$ cat src/logic/rfscfg_pkg.sv
// What this block does
// each serial clock rising edge outside a strobe shifts the data pin into a 24-bit register
// a strobe rising edge copies the shift register into the addressed latch
// host keeps serial clock and data low while strobe is high
// extra leading bits fall off; only the last 24 received are kept
// programming is accepted in standby as well as in operation
// words are 24 bits, msb first; first bit received lands in bit 23
// host sends A, B, C, D words; one word may be resent alone
// address 111 loads the test latch; any nonzero load enables test mode
// test mode holds until reset or an all-zero test word is written
// host should clear the test latch after power-up before other writes
// mode0 bits 1:0 decode the low-noise amp: 00/10 off, 01 low, 11 normal
// mode0 enables: mixer 2, if amp 3, limiter 4, rssi 5, lpf 7, slicer 8
// mode0 bit 6 routes lpf input: 0 demodulator, 1 strength path
// mode0 bits 10:9 set power amp level; nonzero enables transmit modulation
// host keeps oscillator enable bit 11 set unless an external source is used
// mode0 bit 12 enables the whole synthesis loop
// a C-word bit selects feedback divider 256 or 512
// a three-bit C-word field sets acquisition pump gain
// acquisition pump runs only while the loop is unlocked
// mode select pin chooses A or B frequency word for the synthesizer
// standby pin low powers blocks down yet programming continues
// address is word bits 23:21; the other 21 bits are the payload
// all mode0 fields reset to zero, every subsystem disabled
package rfscfg_pkg;
  localparam int WORD_W = 24;
  localparam int ADDR_W = 3;
  localparam int PAY_W  = 21;
  localparam int ADDR_HI = 23;
  localparam int ADDR_LO = 21;
  // latch addresses and latch reset value
  localparam logic [2:0] ADDR_A = 3'h0;
  localparam logic [2:0] ADDR_B = 3'h1;
  localparam logic [2:0] ADDR_C = 3'h2;
  localparam logic [2:0] ADDR_D = 3'h3;
  localparam logic [2:0] ADDR_E = 3'h7;
  localparam logic [20:0] LATCH_RST = 21'h00_0000;
  // frequency words
  localparam int FREQ_HI = 21;
  localparam int FREQ_LO = 0;
  // mode0 (D word) fields
  localparam int LNA_HI  = 1;
  localparam int LNA_LO  = 0;
  localparam int MIX_B   = 2;
  localparam int IFA_B   = 3;
  localparam int LIM_B   = 4;
  localparam int RSSI_B  = 5;
  localparam int ROUTE_B = 6;
  localparam int LPF_B   = 7;
  localparam int SLC_B   = 8;
  localparam int PA_HI   = 10;
  localparam int PA_LO   = 9;
  localparam int OSC_B   = 11;
  localparam int PLL_B   = 12;
  localparam int DEV_HI  = 20;
  localparam int DEV_LO  = 13;
  // C word fields
  localparam int SLCTL_B = 15;
  localparam int MM_B    = 16;
  localparam int NDIV_B  = 17;
  localparam int ACQ_HI  = 20;
  localparam int ACQ_LO  = 18;
  // low-noise amp decodes and the power amp off code
  localparam logic [1:0] LNA_LOW  = 2'h1;
  localparam logic [1:0] LNA_NORM = 2'h3;
  localparam logic [1:0] PA_OFF   = 2'h0;
endpackage

$ cat src/logic/rfscfg_shift.sv
`timescale 1ns/1ps
`default_nettype none
// msb-first shift register advanced by a one-cycle enable
module rfscfg_shift #(
  parameter int W = 24
) (
  input  wire logic         clk,
  input  wire logic         srst,
  input  wire logic         shift_en,
  input  wire logic         din,
  output logic [W-1:0]      word
);
  typedef struct packed {
    logic [W-1:0] sh;
  } rfscfg_shift_t;
  rfscfg_shift_t st_r;
  rfscfg_shift_t st_nxt;

  // widths below four cannot hold an address and a payload
  if (W < 4) begin : g_w_check
    $error("shift width too small");
  end

  // older bits fall off the top, so only the last W survive
  always_comb begin
    st_nxt = st_r;
    if (shift_en) begin
      st_nxt.sh = {st_r.sh[W-2:0], din};
    end
  end

  always_ff @(posedge clk) begin
    if (srst) begin
      st_r <= '0;
    end else begin
      st_r <= st_nxt;
    end
  end

  assign word = st_r.sh;
endmodule // rfscfg_shift
`default_nettype wire

$ cat src/logic/rfscfg_sync.sv
`timescale 1ns/1ps
`default_nettype none
// two-flop synchroniser plus rising-edge detect on the second stage
module rfscfg_sync (
  input  wire logic clk,
  input  wire logic srst,
  input  wire logic din,
  output logic      q,
  output logic      rise
);
  typedef struct packed {
    logic s1;
    logic s2;
    logic s3;
  } rfscfg_sync_t;
  rfscfg_sync_t st_r;
  rfscfg_sync_t st_nxt;

  // first stage feeds only the second
  always_comb begin
    st_nxt    = st_r;
    st_nxt.s1 = din;
    st_nxt.s2 = st_r.s1;
    st_nxt.s3 = st_r.s2;
  end

  always_ff @(posedge clk) begin
    if (srst) begin
      st_r <= '0;
    end else begin
      st_r <= st_nxt;
    end
  end

  assign q    = st_r.s2;
  assign rise = st_r.s2 & ~st_r.s3;
endmodule // rfscfg_sync
`default_nettype wire

$ cat src/logic/rfscfg_top.sv
`timescale 1ns/1ps
`default_nettype none
// serial programming port and control latches of the transceiver
module rfscfg_top (
  input  wire logic        clk,
  input  wire logic        srst,
  input  wire logic        ser_clk,
  input  wire logic        ser_data,
  input  wire logic        ser_strobe,
  input  wire logic        mode_pin,
  input  wire logic        standby_pin,
  input  wire logic        loop_locked,
  output logic [21:0]      synth_freq,
  output logic [7:0]       fsk_deviation,
  output logic             lna_enable,
  output logic             lna_low_gain,
  output logic             mixer_enable,
  output logic             if_amp_enable,
  output logic             limiter_enable_mode0,
  output logic             strength_detector_enable_mode0,
  output logic             demod_route_select_mode0,
  output logic             lowpass_amp_enable_mode0,
  output logic             slicer_enable_mode0,
  output logic [1:0]       power_amp_level_mode0,
  output logic             tx_mod_enable,
  output logic             oscillator_enable_mode0,
  output logic             synth_loop_enable,
  output logic             div_ratio_512,
  output logic             slicer_learn,
  output logic             mod_mode,
  output logic [2:0]       acq_pump_gain,
  output logic             acq_pump_output,
  output logic             test_mode,
  output logic [20:0]      mode1_word
);
  typedef struct packed {
    logic [20:0] lat_a;
    logic [20:0] lat_b;
    logic [20:0] lat_c;
    logic [20:0] lat_d;
    logic [20:0] lat_e;
    logic [21:0] freq;
    logic [7:0]  dev;
    logic        lna_en;
    logic        lna_low;
    logic        mix;
    logic        ifa;
    logic        lim;
    logic        rssi;
    logic        route;
    logic        lpf;
    logic        slc;
    logic [1:0]  pa;
    logic        txmod;
    logic        osc;
    logic        pll;
    logic        ndiv;
    logic        slctl;
    logic        mm;
    logic [2:0]  acq_gain;
    logic        acq;
    logic        tmode;
    logic        lock_s1;
    logic        lock_s2;
    logic        run_s1;
    logic        run_s2;
  } rfscfg_top_t;
  rfscfg_top_t st_r;
  rfscfg_top_t st_nxt;

  // low-noise amp code to {enable, low gain}; codes 00 and 10 both leave it off
  function automatic logic [1:0] lna_decode(input logic [1:0] code);
    logic [1:0] res;
    res = 2'h0;
    case (code)
      rfscfg_pkg::LNA_LOW:  res = 2'h3;
      rfscfg_pkg::LNA_NORM: res = 2'h2;
      default:              res = 2'h0;
    endcase
    return res;
  endfunction

  // low-noise amp field of the D latch
  function automatic logic [1:0] lna_field(input logic [20:0] lat);
    return lat[rfscfg_pkg::LNA_HI:rfscfg_pkg::LNA_LO];
  endfunction

  // amplifier field of the D latch, read by the level and by the modulation gate
  function automatic logic [1:0] pa_field(input logic [20:0] lat);
    return lat[rfscfg_pkg::PA_HI:rfscfg_pkg::PA_LO];
  endfunction

  // any nonzero level also opens the transmit data path
  function automatic logic pa_active(input logic [1:0] code);
    return code != rfscfg_pkg::PA_OFF;
  endfunction

  logic                         mode_q;
  logic [1:0]                   lna_dec;
  logic                         ck_rise;
  logic                         dat_q;
  logic                         stb_q;
  logic                         stb_rise;
  logic [rfscfg_pkg::WORD_W-1:0] sh_word;
  logic [rfscfg_pkg::ADDR_W-1:0] waddr;
  logic [rfscfg_pkg::PAY_W-1:0]  wpay;

  // each pin crosses through two flops before use
  rfscfg_sync u_sync_ck (
    .clk  (clk),
    .srst (srst),
    .din  (ser_clk),
    .q    (),
    .rise (ck_rise)
  );
  rfscfg_sync u_sync_dat (
    .clk  (clk),
    .srst (srst),
    .din  (ser_data),
    .q    (dat_q),
    .rise ()
  );
  rfscfg_sync u_sync_stb (
    .clk  (clk),
    .srst (srst),
    .din  (ser_strobe),
    .q    (stb_q),
    .rise (stb_rise)
  );

  // data is synchronised alongside the clock, so it is stable when the edge is seen;
  // shifting is held off during strobe, where the host keeps both lines low anyway
  rfscfg_shift #(
    .W (rfscfg_pkg::WORD_W)
  ) u_shift (
    .clk      (clk),
    .srst     (srst),
    .shift_en (ck_rise & ~stb_q),
    .din      (dat_q),
    .word     (sh_word)
  );

  // address on top three bits, payload below
  assign waddr = sh_word[rfscfg_pkg::ADDR_HI:rfscfg_pkg::ADDR_LO];
  assign wpay  = sh_word[rfscfg_pkg::PAY_W-1:0];

  // low-noise amp decode feeds two output flops
  assign lna_dec = lna_decode(lna_field(st_r.lat_d));

  // latch load, field decode and synthesizer selection
  always_comb begin
    st_nxt = st_r;
    // strobe loads regardless of standby; standby only gates the outputs
    if (stb_rise) begin
      case (waddr)
        rfscfg_pkg::ADDR_A: st_nxt.lat_a = wpay;
        rfscfg_pkg::ADDR_B: st_nxt.lat_b = wpay;
        rfscfg_pkg::ADDR_C: st_nxt.lat_c = wpay;
        rfscfg_pkg::ADDR_D: st_nxt.lat_d = wpay;
        rfscfg_pkg::ADDR_E: st_nxt.lat_e = wpay;
        default:            st_nxt.lat_a = st_r.lat_a; // other addresses ignored
      endcase
    end
    // test mode tracks the test latch: nonzero sets, all-zero clears
    st_nxt.tmode = (st_r.lat_e != rfscfg_pkg::LATCH_RST);
    // lock status and standby pin are from outside; sync them
    st_nxt.lock_s1 = loop_locked;
    st_nxt.lock_s2 = st_r.lock_s1;
    st_nxt.run_s1  = standby_pin;
    st_nxt.run_s2  = st_r.run_s1;
    // standby forces every powered enable off; the latches keep their contents
    if (!st_r.run_s2) begin
      st_nxt.lna_en  = 1'h0;
      st_nxt.lna_low = 1'h0;
      st_nxt.mix     = 1'h0;
      st_nxt.ifa     = 1'h0;
      st_nxt.lim     = 1'h0;
      st_nxt.rssi    = 1'h0;
      st_nxt.lpf     = 1'h0;
      st_nxt.slc     = 1'h0;
      st_nxt.pa      = rfscfg_pkg::PA_OFF;
      st_nxt.txmod   = 1'h0;
      st_nxt.osc     = 1'h0;
      st_nxt.pll     = 1'h0;
      st_nxt.acq     = 1'h0;
    end else begin
      st_nxt.lna_en  = lna_dec[1];
      st_nxt.lna_low = lna_dec[0];
      st_nxt.mix     = st_r.lat_d[rfscfg_pkg::MIX_B];
      st_nxt.ifa     = st_r.lat_d[rfscfg_pkg::IFA_B];
      st_nxt.lim     = st_r.lat_d[rfscfg_pkg::LIM_B];
      st_nxt.rssi    = st_r.lat_d[rfscfg_pkg::RSSI_B];
      st_nxt.lpf     = st_r.lat_d[rfscfg_pkg::LPF_B];
      st_nxt.slc     = st_r.lat_d[rfscfg_pkg::SLC_B];
      st_nxt.pa      = pa_field(st_r.lat_d);
      st_nxt.txmod   = pa_active(pa_field(st_r.lat_d));
      st_nxt.osc     = st_r.lat_d[rfscfg_pkg::OSC_B];
      st_nxt.pll     = st_r.lat_d[rfscfg_pkg::PLL_B];
      // acquisition pump only while the loop is enabled and not yet locked
      st_nxt.acq     = st_r.lat_d[rfscfg_pkg::PLL_B] & ~st_r.lock_s2;
    end
    st_nxt.route = st_r.lat_d[rfscfg_pkg::ROUTE_B];
    st_nxt.dev   = st_r.lat_d[rfscfg_pkg::DEV_HI:rfscfg_pkg::DEV_LO];
    st_nxt.ndiv  = st_r.lat_c[rfscfg_pkg::NDIV_B];
    st_nxt.slctl = st_r.lat_c[rfscfg_pkg::SLCTL_B];
    st_nxt.mm    = st_r.lat_c[rfscfg_pkg::MM_B];
    st_nxt.acq_gain = st_r.lat_c[rfscfg_pkg::ACQ_HI:rfscfg_pkg::ACQ_LO];
    // frequency words are 21 payload bits, zero-extended to 22
    st_nxt.freq  = mode_q ? {1'h0, st_r.lat_b} : {1'h0, st_r.lat_a};
  end

  // mode select pin, synchronised like the serial pins
  rfscfg_sync u_sync_mode (
    .clk  (clk),
    .srst (srst),
    .din  (mode_pin),
    .q    (mode_q),
    .rise ()
  );

  // srst stands in for power-up: every latch and decode returns to zero
  always_ff @(posedge clk) begin
    if (srst) begin
      st_r <= '0;
    end else begin
      st_r <= st_nxt;
    end
  end

  // outputs straight from the state flops
  assign synth_freq                     = st_r.freq;
  assign fsk_deviation                  = st_r.dev;
  assign lna_enable                     = st_r.lna_en;
  assign lna_low_gain                   = st_r.lna_low;
  assign mixer_enable                   = st_r.mix;
  assign if_amp_enable                  = st_r.ifa;
  assign limiter_enable_mode0           = st_r.lim;
  assign strength_detector_enable_mode0 = st_r.rssi;
  assign demod_route_select_mode0       = st_r.route;
  assign lowpass_amp_enable_mode0       = st_r.lpf;
  assign slicer_enable_mode0            = st_r.slc;
  assign power_amp_level_mode0          = st_r.pa;
  assign tx_mod_enable                  = st_r.txmod;
  assign oscillator_enable_mode0        = st_r.osc;
  assign synth_loop_enable              = st_r.pll;
  assign div_ratio_512                  = st_r.ndiv;
  assign slicer_learn                   = st_r.slctl;
  assign mod_mode                       = st_r.mm;
  assign acq_pump_gain                  = st_r.acq_gain;
  assign acq_pump_output                = st_r.acq;
  assign test_mode                      = st_r.tmode;
  assign mode1_word                     = st_r.lat_b;
endmodule // rfscfg_top
`default_nettype wire

$ cat config.mk
export PLATFORM = sky130hd
export DESIGN_NAME = rfscfg_top
export DESIGN_NICKNAME = d
export VERILOG_FILES = /design/src/logic/rfscfg_pkg.sv /design/src/logic/rfscfg_shift.sv /design/src/logic/rfscfg_sync.sv /design/src/logic/rfscfg_top.sv
export SDC_FILE = /design/constraint.sdc
export NUM_CORES = 1
export LEC_CHECK = 0
export BUFFER_PORTS_ARGS = -buffer_cell sky130_fd_sc_hd__buf_2
export CORE_ASPECT_RATIO = 0.75
export CORE_MARGIN = 5
export CORE_UTILIZATION = 57
export DETAILED_ROUTE_END_ITERATION = 6
export PLACE_DENSITY = 0.86
export RECOVER_POWER = 100
export SYNTH_ARGS = -nofsm -noshare
export SYNTH_HDL_FRONTEND = slang
export SYNTH_SLANG_ARGS = --single-unit
$ cat constraint.sdc
create_clock -name clk -period 1.7 [get_ports clk]
set_input_delay 0.425 -clock clk [delete_from_list [all_inputs] [get_ports clk]]
set_output_delay 0.425 -clock clk [all_outputs]
set_load 0.02 [all_outputs]
==> results of run 1 <==
-- logic make-up after synthesis --
| logic type | Yosys count | share of synthesized area (%) |
|---|---|---|
| and+or+nand+nor | 221 | 16.9 |
| AOI/OAI and AO/OA | 206 | 15.6 |
| DFF | 179 | 54.0 |
| buffers and inverters | 119 | 10.3 |
| muxes | 21 | 3.17 |
| other | 1 | 0.0565 |
-- routing by layer --
metal / vias to the layer above / GRT usage [%] / share of wire (%) / wire, um
met2: 203 / 35.3 / 51 / 7110
met4: 0 / 8.29 / 2.1 / 300
li1: 2483 / - / - / -
met3: 30 / 5.17 / 6.0 / 839
met5: - / 0 / 0 / 0
met1: 2431 / 25.6 / 41 / 5790
-- path summary, 6_finish.rpt --
kind | startpoint | endpoint | slack (ns) | cells past startpoint
hold reg to reg | st_r[2] | acq_pump_output | 0.38 | 1
setup reg to reg | u_shift.word[21] | st_r[69] | 0.14 | 4
hold / removal | ser_data | u_sync_dat.st_nxt[1] | 0.22 | 2
setup / recovery | u_shift.word[21] | st_r[69] | 0.14 | 4
-- per-stage QoR --
step | util, % | power [mW] | cell area (um^2) | std cells | hold WS (ns)
6_report | 62.5 | 8.06 | 7180 | 898 | 0.216
5_1_grt | 62.5 | 8.33 | 7180 | 898 | 0.221
4_1_cts | 63.5 | 8.14 | 7290 | 898 | 0.209
3_5_place_dp | 58.6 | 4.46 | 6730 | 867 | 0.377
3_3_place_gp | 58.6 | 4.45 | 6730 | 867 | 0.370
2_1_floorplan | - | 4.42 | 6640 | 747 | 0.367
-- placed cells by master (no fill, tap or decap), types with 4 or more instances in the layout --
cell type / instances
buf_2: 6
nand3_1: 90
clkbuf_1: 78
o21ai_0: 88
nor2_1: 22
nand2_1: 49
buf_4: 8
mux2i_1: 21
and2_1: 5
dfxtp_1: 179
a21oi_1: 114
and2_0: 7
buf_12: 5
or4_1: 4
clkbuf_16: 17
nor2b_1: 33
-- power groups by stage --
stage | logic (mW) | registers [mW] | clock network (mW)
floorplan | 0.111 | 4.31 | 0
global placement | 0.143 | 4.31 | 0
detailed placement | 0.148 | 4.31 | 0
CTS | 0.149 | 4.22 | 3.77
global route | 0.157 | 4.22 | 3.95
finish | 0.144 | 4.22 | 3.70
-- sequential cells by signal (all words and copies together) (netlist names), 2 cells and up --
| signal | count |
|---|---|
| acq_pump_gain | 3 |
| fsk_deviation | 8 |
| mode1_word | 21 |
| power_amp_level_mode0 | 2 |
| st_nxt | 17 |
| st_r | 56 |
| synth_freq | 21 |
| u_shift.word | 24 |
-- Yosys cell counts (4+ instances only) --
cell	n	area share (%)
clkbuf_1	43	2.4
dfxtp_1	179	54
and2_1	12	1.1
nand3_1	90	6.8
mux2i_1	21	3.2
nor2_1	23	1.3
buf_2	19	1.4
nand2_1	49	2.8
buf_4	56	6.3
o21ai_1	20	1.5
o21ai_0	70	5.3
nor2b_1	33	3.1
or4_1	4	0.45
a21oi_1	114	8.6
-- final cells by class --
| class | count | share of cell area (%) |
|---|---|---|
| repair buffers | 95 | 6.74 |
| clock buffers | 22 | 6.32 |
| flip-flops and latches | 179 | 49.9 |
| multi-input cells | 449 | 33.0 |
| well taps | 144 | 2.51 |
| clock inverters | 9 | 1.50 |
==> summary.md, run 1 <==
| Metric | Value |
|---|---|
| Clock input transition at the sequential cells of the worst setup and hold paths | 0.06 ns |
| Ports | 81 |
| MaxCap Viol Count | 0 |
| Proportion of power drawn by the clock network | 45.9% |
| Crit path cell chain | nand3b_1, buf_12, o21ai_0, a21oi_1 |
| Num CTS Buffers | 17 |
| Number of cells upsized or downsized after cts | 0 |
| Maximum level of the CTS H-tree | 4 |
| Number of antenna violations at the first check in global routing | 0 |
| Setup Buffers After CTS | 0 |
| Final critical path time including I/O delays and setup | between 1.5 and 2 ns |
| Post-Syn Instances | 747 |
| Wire length reported by the detailed router | 14000 um |
| RSZ-0062 raised after global routing | false |
| IO Port Bufs | 79 |
| Slowest cell on the critical path | dfxtp_1 |
| Power Density | 1120 nW/um^2 |
| Gate family responsible for the most delay along the worst path | flip-flops |
| Overall overflow remaining after global route | 0 |
| Required time worst endpoint | 1.97 ns |
| Number of synthesized register bits | about 180 |
| Floorplan Core Area | around 11000 um^2 |
| Total of warnings raised by yosys | 0 |
| Final count of pins violating max slew | 0 |
| GRT Util Overall | between 20 and 25% |
| 1st-pass router iterations | 5 |
| Count of clock tree sinks | about 180 |
| Insertion delay to the later sink of the worst-skew pair | around 0.42 ns |
| Crit path setup slack, layout | 0.143 ns |
| Total Die Area | between 10000 and 15000 um^2 |
| Maximum clock insertion buffer count | 2 |
| Via density per instance | ~5.7 |
| Vias post-DR | 5147 |
| Class of the worst hold path | in -> reg |
| Measured slew at the worst slew-check pin | 0.777 ns |
| Dominant synthesized flop cell | dfxtp_1 |
| Endpoint type of the worst setup path | flip-flop |
| Clock tree from TritonCTS | built |
| Area taken by flip-flops and latches | about 3600 um^2 |
| Sw Pwr | 1.62 mW |
| Wire length of the first global-routing pass | 23200 um |
| HPWL Detailed | 8910 um |
| Max Fanout on Critical Path | 36 |
| Summed negative setup slack over all endpoints | 0 ns |
| Final net count | 750 |
| Largest stage delay on the critical path | 0.45 ns |
| Number of nets in the synthesized netlist | 755 |
| Sort of element at the start of the critical path | flip-flop |
| Setup violators final | 0 |
| Cell at the root of the clock tree | clkbuf_16 |
| Max-slew headroom | 48.2% |
| Part of the Yosys area used for sequential elements | 54.0% |
| Detailed-route DRC error count | 0 |
| Switch share | 20.2% |
| Count of hold-fix buffers inserted at cts | 0 |
| Period utilisation layout | 91.6% |
| Count of endpoints failing hold in the final timing report | 0 |
| Worst EP arrival | 1.83 ns |
| Setup Skew | ~0.011 ns |
| Global placer's final weighted congestion | roughly 0.84 |
| Sequential fraction of design power | between 50% and 60% |
| Number of antenna repair diodes | 0 |
| Area used by multi-input combinational logic | 2370 um^2 |
| Largest net degree at the start of global routing | between 100 and 150 |
| Filler cells | 971 |
| Proportion of register bits with asynchronous set or reset after synthesis | 0% |
| P_leak | 2.39 nW |
| Post-synth cell types | 28 |
| Result of the run | completed |
| Synth-to-Final Area Change | 8.26% |
| Combinational group share of total power | under 10% |
| Number of synthesized flops with an enable pin | 0 |
| Site row count | 34 |
| Post-detailed-route count of antenna-violating nets | 0 |
| Die Ht | 103 um |
| Maximum clock frequency | 642 MHz |
| Avg Synthesized Cell Area | 8.88 um^2 |
| Vias in the first global route | 4782 |
| Layout cell share with drive strength beyond 1 | 6.90% |
| Pint | around 6.4 mW |
| Final routed wire length divided by cell count | 15.6 um |
| Cell area after synthesis | 6640 um^2 |
| Crit Path Category | reg -> reg |
| Worst-case vdd ir drop | 0.783 mV |
| Die Span X | 135 um |
| Initial Utilization | 57.8% |
| Worst Setup Slack post-DPL | 0.163 ns |
| Number of design-rule violations left by the first detailed-router iteration | 571 |
| Bufs and invs on worst path | 1 |
Note: power is estimated with default switching activity, not from simulation.
==> run 2, diff against run 1 <==
--- a/config.mk
+++ b/config.mk
@@ -10,8 +10,9 @@
 export CORE_MARGIN = 5
 export CORE_UTILIZATION = 57
 export DETAILED_ROUTE_END_ITERATION = 6
-export PLACE_DENSITY = 0.86
+export PLACE_DENSITY = 0.81
 export RECOVER_POWER = 100
+export SETUP_SLACK_MARGIN = 0.4
 export SYNTH_ARGS = -nofsm -noshare
 export SYNTH_HDL_FRONTEND = slang
 export SYNTH_SLANG_ARGS = --single-unit
==> run 2 against run 1 <==
Compared with the run above:
- utilization up 9.0 points
- global-route usage up 1.2 points
- via count up 8.7%
- power down 0.33%
- design area up 14%
- largest power group unchanged
- worst hold slack worse by 0.0061 ns
- clock skew up 0.0021 ns
- worst setup slack better by 0.029 ns
- sequential share of layout area down 6.1 points
- register-to-register slack better by 0.03 ns
- maximum frequency up 1.9%
==> summary.md, run 2 (same netlist as run 1, synthesis figures left out) <==
| Metric | Value |
|---|---|
| Switch share | 22.1% |
| Final cell utilization of the core | approximately 70% |
| Worst EP arrival | roughly 1.9 ns |
| HPWL Detailed | 8940 um |
| Largest stage delay on the critical path | 0.36 ns |
| Site row count | 34 |
| Global placer's final weighted congestion | ~0.81 |
| Floorplan Core Area | around 11000 um^2 |
| Count of endpoints failing hold in the final timing report | 0 |
| Num CTS Buffers | 17 |
| Sw Pwr | roughly 1.8 mW |
| Initial Utilization | 57.8% |
| Result of the run | completed |
| MaxCap Viol Count | 0 |
| Crit path cell chain | buf_4, nand3b_1, clkbuf_1, clkbuf_16, o21ai_2, a21oi_1 |
| Number of design-rule violations left by the first detailed-router iteration | ~560 |
| Count of clock tree sinks | 179 |
| Layout cell share with drive strength beyond 1 | 24.2% |
| Setup Skew | 0.0131 ns |
| Summed negative setup slack over all endpoints | 0 ns |
| Die Span X | 135 um |
| Wire length of the first global-routing pass | ~24000 um |
| Post-route cell area | 8210 um^2 |
| Placed instance area | between 6000 and 7000 um^2 |
| Bufs and invs on worst path | 3 |
| Post-layout instance count excluding filler cells | around 930 |
| Cell at the root of the clock tree | clkbuf_16 |
| Insertion delay to the later sink of the worst-skew pair | about 0.43 ns |
| Ports | 81 |
| Sort of element at the start of the critical path | flip-flop |
| Number of antenna repair diodes | 0 |
| Overall overflow remaining after global route | 0 |
| Worst-case vdd ir drop | 0.886 mV |
| Register bank with the most flops | st_r |
| Gate family responsible for the most delay along the worst path | buffers and inverters |
| Filler cells | 796 |
| Sequential fraction of design power | 52.4% |
| Total Die Area | 13900 um^2 |
| Measured slew at the worst slew-check pin | 0.804 ns |
| Number of antenna violations at the first check in global routing | 0 |
| Maximum level of the CTS H-tree | 4 |
| Final critical path time including I/O delays and setup | 1.53 ns |
| Endpoint type of the worst setup path | flip-flop |
| Maximum clock frequency | between 600 and 700 MHz |
| Period utilisation layout | 89.9% |
| Largest net degree at the start of global routing | 100 |
| Commonest non-fill, non-tap cell in the layout | dfxtp_1 |
| Area used by multi-input combinational logic | 2510 um^2 |
| Pint | 6.26 mW |
| Wire length reported by the detailed router | about 17000 um |
| Final net count | 784 |
| Slowest cell on the critical path | dfxtp_4 |
| 1st-pass router iterations | 5 |
| Maximum clock insertion buffer count | 2 |
| Highest-count cells in the layout ignoring fill and taps | 174 x dfxtp_1, 105 x a21oi_1, 90 x nand3_1, 76 x buf_6, 64 x o21ai_0 |
| IO Port Bufs | between 70 and 80 |
| GRT Util Overall | 21.9% |
| Power Density | between 900 and 1000 nW/um^2 |
| P_leak | 2.98 nW |
| Vias in the first global route | 5009 |
| Setup violators final | 0 |
| Die Ht | just over 100 um |
| Flip-flop count of the largest register, all copies and words added | 56 |
| Max-slew headroom | 46.4% |
| Dpl cells | approximately 870 |
| Area taken by flip-flops and latches | around 3600 um^2 |
| Crit Path Category | reg -> reg |
| Final count of pins violating max slew | 0 |
| Combinational group share of total power | 2.2% |
| Class of the worst hold path | in -> reg |
| Synth-to-Final Area Change | 23.8% |
| Clock tree from TritonCTS | built |
| Required time worst endpoint | 2.04 ns |
| Via density per instance | 6.00 |
| Proportion of power drawn by the clock network | 45.4% |
| Detailed-route DRC error count | 0 |
| Post-detailed-route count of antenna-violating nets | 0 |
| Vias post-DR | 5596 |
| RSZ-0062 raised after global routing | true |
| Final routed wire length divided by cell count | 18.7 um |
| Clock input transition at the sequential cells of the worst setup and hold paths | approximately 0.070 ns |
| Max Fanout on Critical Path | 19 |
## run 2: changes by cell type in the layout (fill, tap and decap cells not counted), sizes merged
cell / previous run / this run
or3b: 2 / 3
bufinv: 2 / 1
clkbuf: 97 / 31
inv: 0 / 1
buf: 20 / 115
clkinv: 5 / 9
## run 2: repair_timing
item | in CTS | in global routing
cloned | 2 | 6
resized for setup | 206 | 135
buffers inserted | 19 | 7
setup endpoints to repair | 167 | 186
pin swaps | 1 | 25
hold buffers | 0 | 0
## run 2: metrics by stage
stage | hold WS [ns] | power, mW | setup WS, ns
after detailed placement | 0.376 | 4.46 | 0.174
after global placement | 0.370 | 4.45 | 0.275
after CTS | 0.199 | 8.04 | 0.285
after floorplan | 0.367 | 4.42 | 0.398
final | 0.210 | 8.04 | 0.172
after global routing | 0.214 | 8.25 | 0.138
## run 2: final cells by class
type	instances	share of cell area [%]
repair buffers	128	16.9
multi-input cells	450	30.6
well taps	144	2.19
clock inverters	13	1.39
clock buffers	18	5.23
flip-flops and latches	179	43.8
## run 2: metal layers
layer	track usage, %	up-vias	wire length [um]
met5	0	-	0
met4	9.78	0	565
met3	5.56	63	1150
met2	39.0	257	8980
met1	25.4	2721	6690
li1	-	2555	-
## run 2: power groups by stage
stage               Sequential [mW]  Clock, mW  Combinational [mW]
global placement               4.31          0               0.144
CTS                            4.21       3.65               0.169
floorplan                      4.31          0               0.115
global route                   4.21       3.85               0.187
detailed placement             4.31          0               0.148
finish                         4.21       3.65               0.177
## run 2: worst paths after layout
check	startpoint	to	slack [ns]	cells past startpoint
hold reg to reg	st_r[2]	acq_pump_output	0.41	1
setup reg to reg	u_sync_stb.q	st_r[67]	0.17	6
hold / removal	mode_pin	u_sync_mode.st_nxt[1]	0.21	2
setup / recovery	u_sync_stb.q	st_r[67]	0.17	6
==> run 3, diff against run 2 <==
--- a/config.mk
+++ b/config.mk
@@ -6,8 +6,8 @@
 export NUM_CORES = 1
 export LEC_CHECK = 0
 export BUFFER_PORTS_ARGS = -buffer_cell sky130_fd_sc_hd__buf_2
+export CAP_MARGIN = 20
 export CORE_ASPECT_RATIO = 0.75
-export CORE_MARGIN = 5
 export CORE_UTILIZATION = 57
 export DETAILED_ROUTE_END_ITERATION = 6
 export PLACE_DENSITY = 0.81
==> run 3 against run 2 <==
Compared with the run above:
- maximum frequency is 3.4% higher
- wire length is 11% lower
- utilization is 0.63 points higher
- highest routed layer unchanged
- clock skew is 0.0075 ns lower
- sequential share of layout area is 0.84 points higher
- non-clock buffer count is 7 lower
- critical path type unchanged
- worst setup slack better by 0.050 ns
- largest cell class unchanged
- power is 4.7% higher
==> summary.md, run 3 (same netlist as run 1, synthesis figures left out) <==
| Metric | Value |
|---|---|
| Combinational group share of total power | 1.9% |
| Summed negative setup slack over all endpoints | 0 ns |
| Total Die Area | 12100 um^2 |
| Reg2reg end | st_r[150] |
| Maximum clock frequency | just under 700 MHz |
| Maximum clock insertion buffer count | 2 |
| Number of antenna repair diodes | 0 |
| Launching point of the worst reg2reg path | u_sync_stb.q |
| Die Ht | 95.4 um |
| 1st-pass router iterations | 5 |
| Worst EP arrival | 1.78 ns |
| Final net count | 776 |
| Switch share | 20.0% |
| RSZ-0062 raised after global routing | true |
| Post-layout instance count excluding filler cells | 920 |
| Synth-to-Final Area Change | 21.2% |
| Count of endpoints failing hold in the final timing report | 0 |
| Cell at the root of the clock tree | clkbuf_16 |
| Post-detailed-route count of antenna-violating nets | 0 |
| Proportion of power drawn by the clock network | 48.0% |
| Crit Path Category | reg -> reg |
| Area taken by flip-flops and latches | 3590 um^2 |
| Period utilisation layout | 86.9% |
| Area used by multi-input combinational logic | ~2400 um^2 |
| Placed instance area | 6710 um^2 |
| Detailed-route DRC error count | 0 |
| Crit path cell chain | or3b_4, buf_12, o21ai_0, a21oi_1 |
| Capture point of the worst path | st_r[150] |
| Cell depth of the worst flop-to-flop path | 4 |
| Class of the worst hold path | in -> reg |
| HPWL Detailed | 8410 um |
| Sort of element at the start of the critical path | flip-flop |
| Dpl cells | 865 |
| Count of hold-fix buffers inserted at cts | 0 |
| Register bank with the most flops | st_r |
| Number of antenna violations at the first check in global routing | 0 |
| Worst-case vdd ir drop | 0.740 mV |
| Cell count along the critical path | 4 |
| Gate family responsible for the most delay along the worst path | simple AND/OR/NAND/NOR gates |
| Endpoint type of the worst setup path | flip-flop |
| Wire length reported by the detailed router | 15500 um |
| Global placer's final weighted congestion | 0.761 |
| Overall overflow remaining after global route | 0 |
| Via density per instance | 5.82 |
| Filler cells | 785 |
| Vias in the first global route | 4958 |
| P_leak | 2.93 nW |
| Setup Skew | 0.00558 ns |
| MaxCap Viol Count | 0 |
| IO Port Bufs | 79 |
| Largest stage delay on the critical path | 0.45 ns |
| Floorplan Core Area | ~11000 um^2 |
| Clock tree from TritonCTS | built |
| Pint | about 6.7 mW |
| Final count of pins violating max slew | 0 |
| Measured slew at the worst slew-check pin | ~1 ns |
| Clock input transition at the sequential cells of the worst setup and hold paths | 0.06 ns |
| Maximum level of the CTS H-tree | 4 |
| Sw Pwr | 1.68 mW |
| Result of the run | completed |
| Wire length of the first global-routing pass | approximately 24000 um |
| Slowest cell on the critical path | or3b_4 |
| Setup slack of the most critical reg-to-reg path | ~0.22 ns |
| Die Span X | about 130 um |
| Sequential fraction of design power | roughly half |
| Site row count | 33 |
| Vias post-DR | 5355 |
| Bufs and invs on worst path | 1 |
| Power Density | 1050 nW/um^2 |
| Flip-flop count of the largest register, all copies and words added | 56 |
| Initial Utilization | between 50% and 60% |
| Commonest non-fill, non-tap cell in the layout | dfxtp_1 |
| Required time worst endpoint | about 2.0 ns |
| Ports | between 80 and 90 |
| Post-route cell area | 8040 um^2 |
| Final cell utilization of the core | 72.1% |
| Num CTS Buffers | 17 |
| Max-slew headroom | 32.7% |
| Setup violators final | 0 |
| Final routed wire length divided by cell count | 16.8 um |
| Number of design-rule violations left by the first detailed-router iteration | 467 |
| Largest net degree at the start of global routing | 69 |
| Insertion delay to the later sink of the worst-skew pair | 0.42 ns |
| GRT Util Overall | approximately a quarter |
| Layout cell share with drive strength beyond 1 | 20.8% |
| Highest-count cells in the layout ignoring fill and taps | 176 x dfxtp_1, 114 x a21oi_1, 90 x nand3_1, 76 x buf_6, 65 x o21ai_0 |
| Count of clock tree sinks | 179 |
| Max Fanout on Critical Path | 15 |
| Timing startpoint of the critical path | u_sync_stb.q |
| Final critical path time including I/O delays and setup | 1.48 ns |
==> run 3: cell count changes in the layout (fill, tap and decap cells not counted), sizes merged <==
cell,previous run,this run
buf,115,114
bufinv,1,4
clkbuf,31,28
clkinv,9,3
clkinvlp,2,3
inv,1,0
or3b,3,2
==> run 3: metrics by stage <==
| step | total power, mW | hold WS [ns] | worst slack [ns] |
|---|---|---|---|
| floorplan | 4.42 | 0.367 | 0.398 |
| CTS | 8.44 | 0.200 | 0.359 |
| finish | 8.42 | 0.214 | 0.222 |
| detailed placement | 4.46 | 0.396 | 0.280 |
| global route | 8.63 | 0.213 | 0.170 |
| global placement | 4.46 | 0.370 | 0.356 |
==> run 3: how the worst min path moves through the flow <==
stage	start	to	cells past startpoint
floorplan	st_r[2]	acq_pump_output	1
global placement	st_r[2]	acq_pump_output	1
detailed placement	st_r[2]	acq_pump_output	1
CTS	loop_locked	st_nxt[2]	2
global route	loop_locked	st_nxt[2]	2
finish	mode_pin	u_sync_mode.st_nxt[1]	2
==> run 3: layer usage <==
metal / wire length, um / share of wire (%) / up-vias / GRT usage (%)
li1: - / - / 2534 / -
met1: 6320 / 41 / 2600 / 30.0
met2: 8060 / 52 / 197 / 46.1
met3: 862 / 5.6 / 24 / 6.34
met4: 204 / 1.3 / 0 / 8.43
met5: 0 / 0 / - / 0
==> run 3: final cells by class <==
class	instances	area share, %
sequential	179	44.6
multi-input combinational	449	29.9
timing repair buffer	121	15.8
clock buffer	21	5.60
tap	140	2.18
clock inverter	10	1.96
==> run 3: power by group through the flow <==
stage / registers [mW] / logic (mW) / clock network, mW
CTS: 4.21 / 0.160 / 4.06
global placement: 4.31 / 0.149 / 0
finish: 4.22 / 0.158 / 4.04
detailed placement: 4.31 / 0.152 / 0
global route: 4.21 / 0.169 / 4.25
floorplan: 4.31 / 0.115 / 0
==> run 3: repair_timing <==
item	in CTS	in global routing
setup endpoints to repair	173	154
pin swaps	1	1
gates resized for setup	175	89
gates cloned	0	2
buffers inserted	18	4
==> run 3: worst register-to-register path, cell delays in order (launching register included) <==
cell,delay (ns)
dfxtp_1,0.44
or3b_4,0.45
buf_12,0.17
o21ai_0,0.21
a21oi_1,0.09
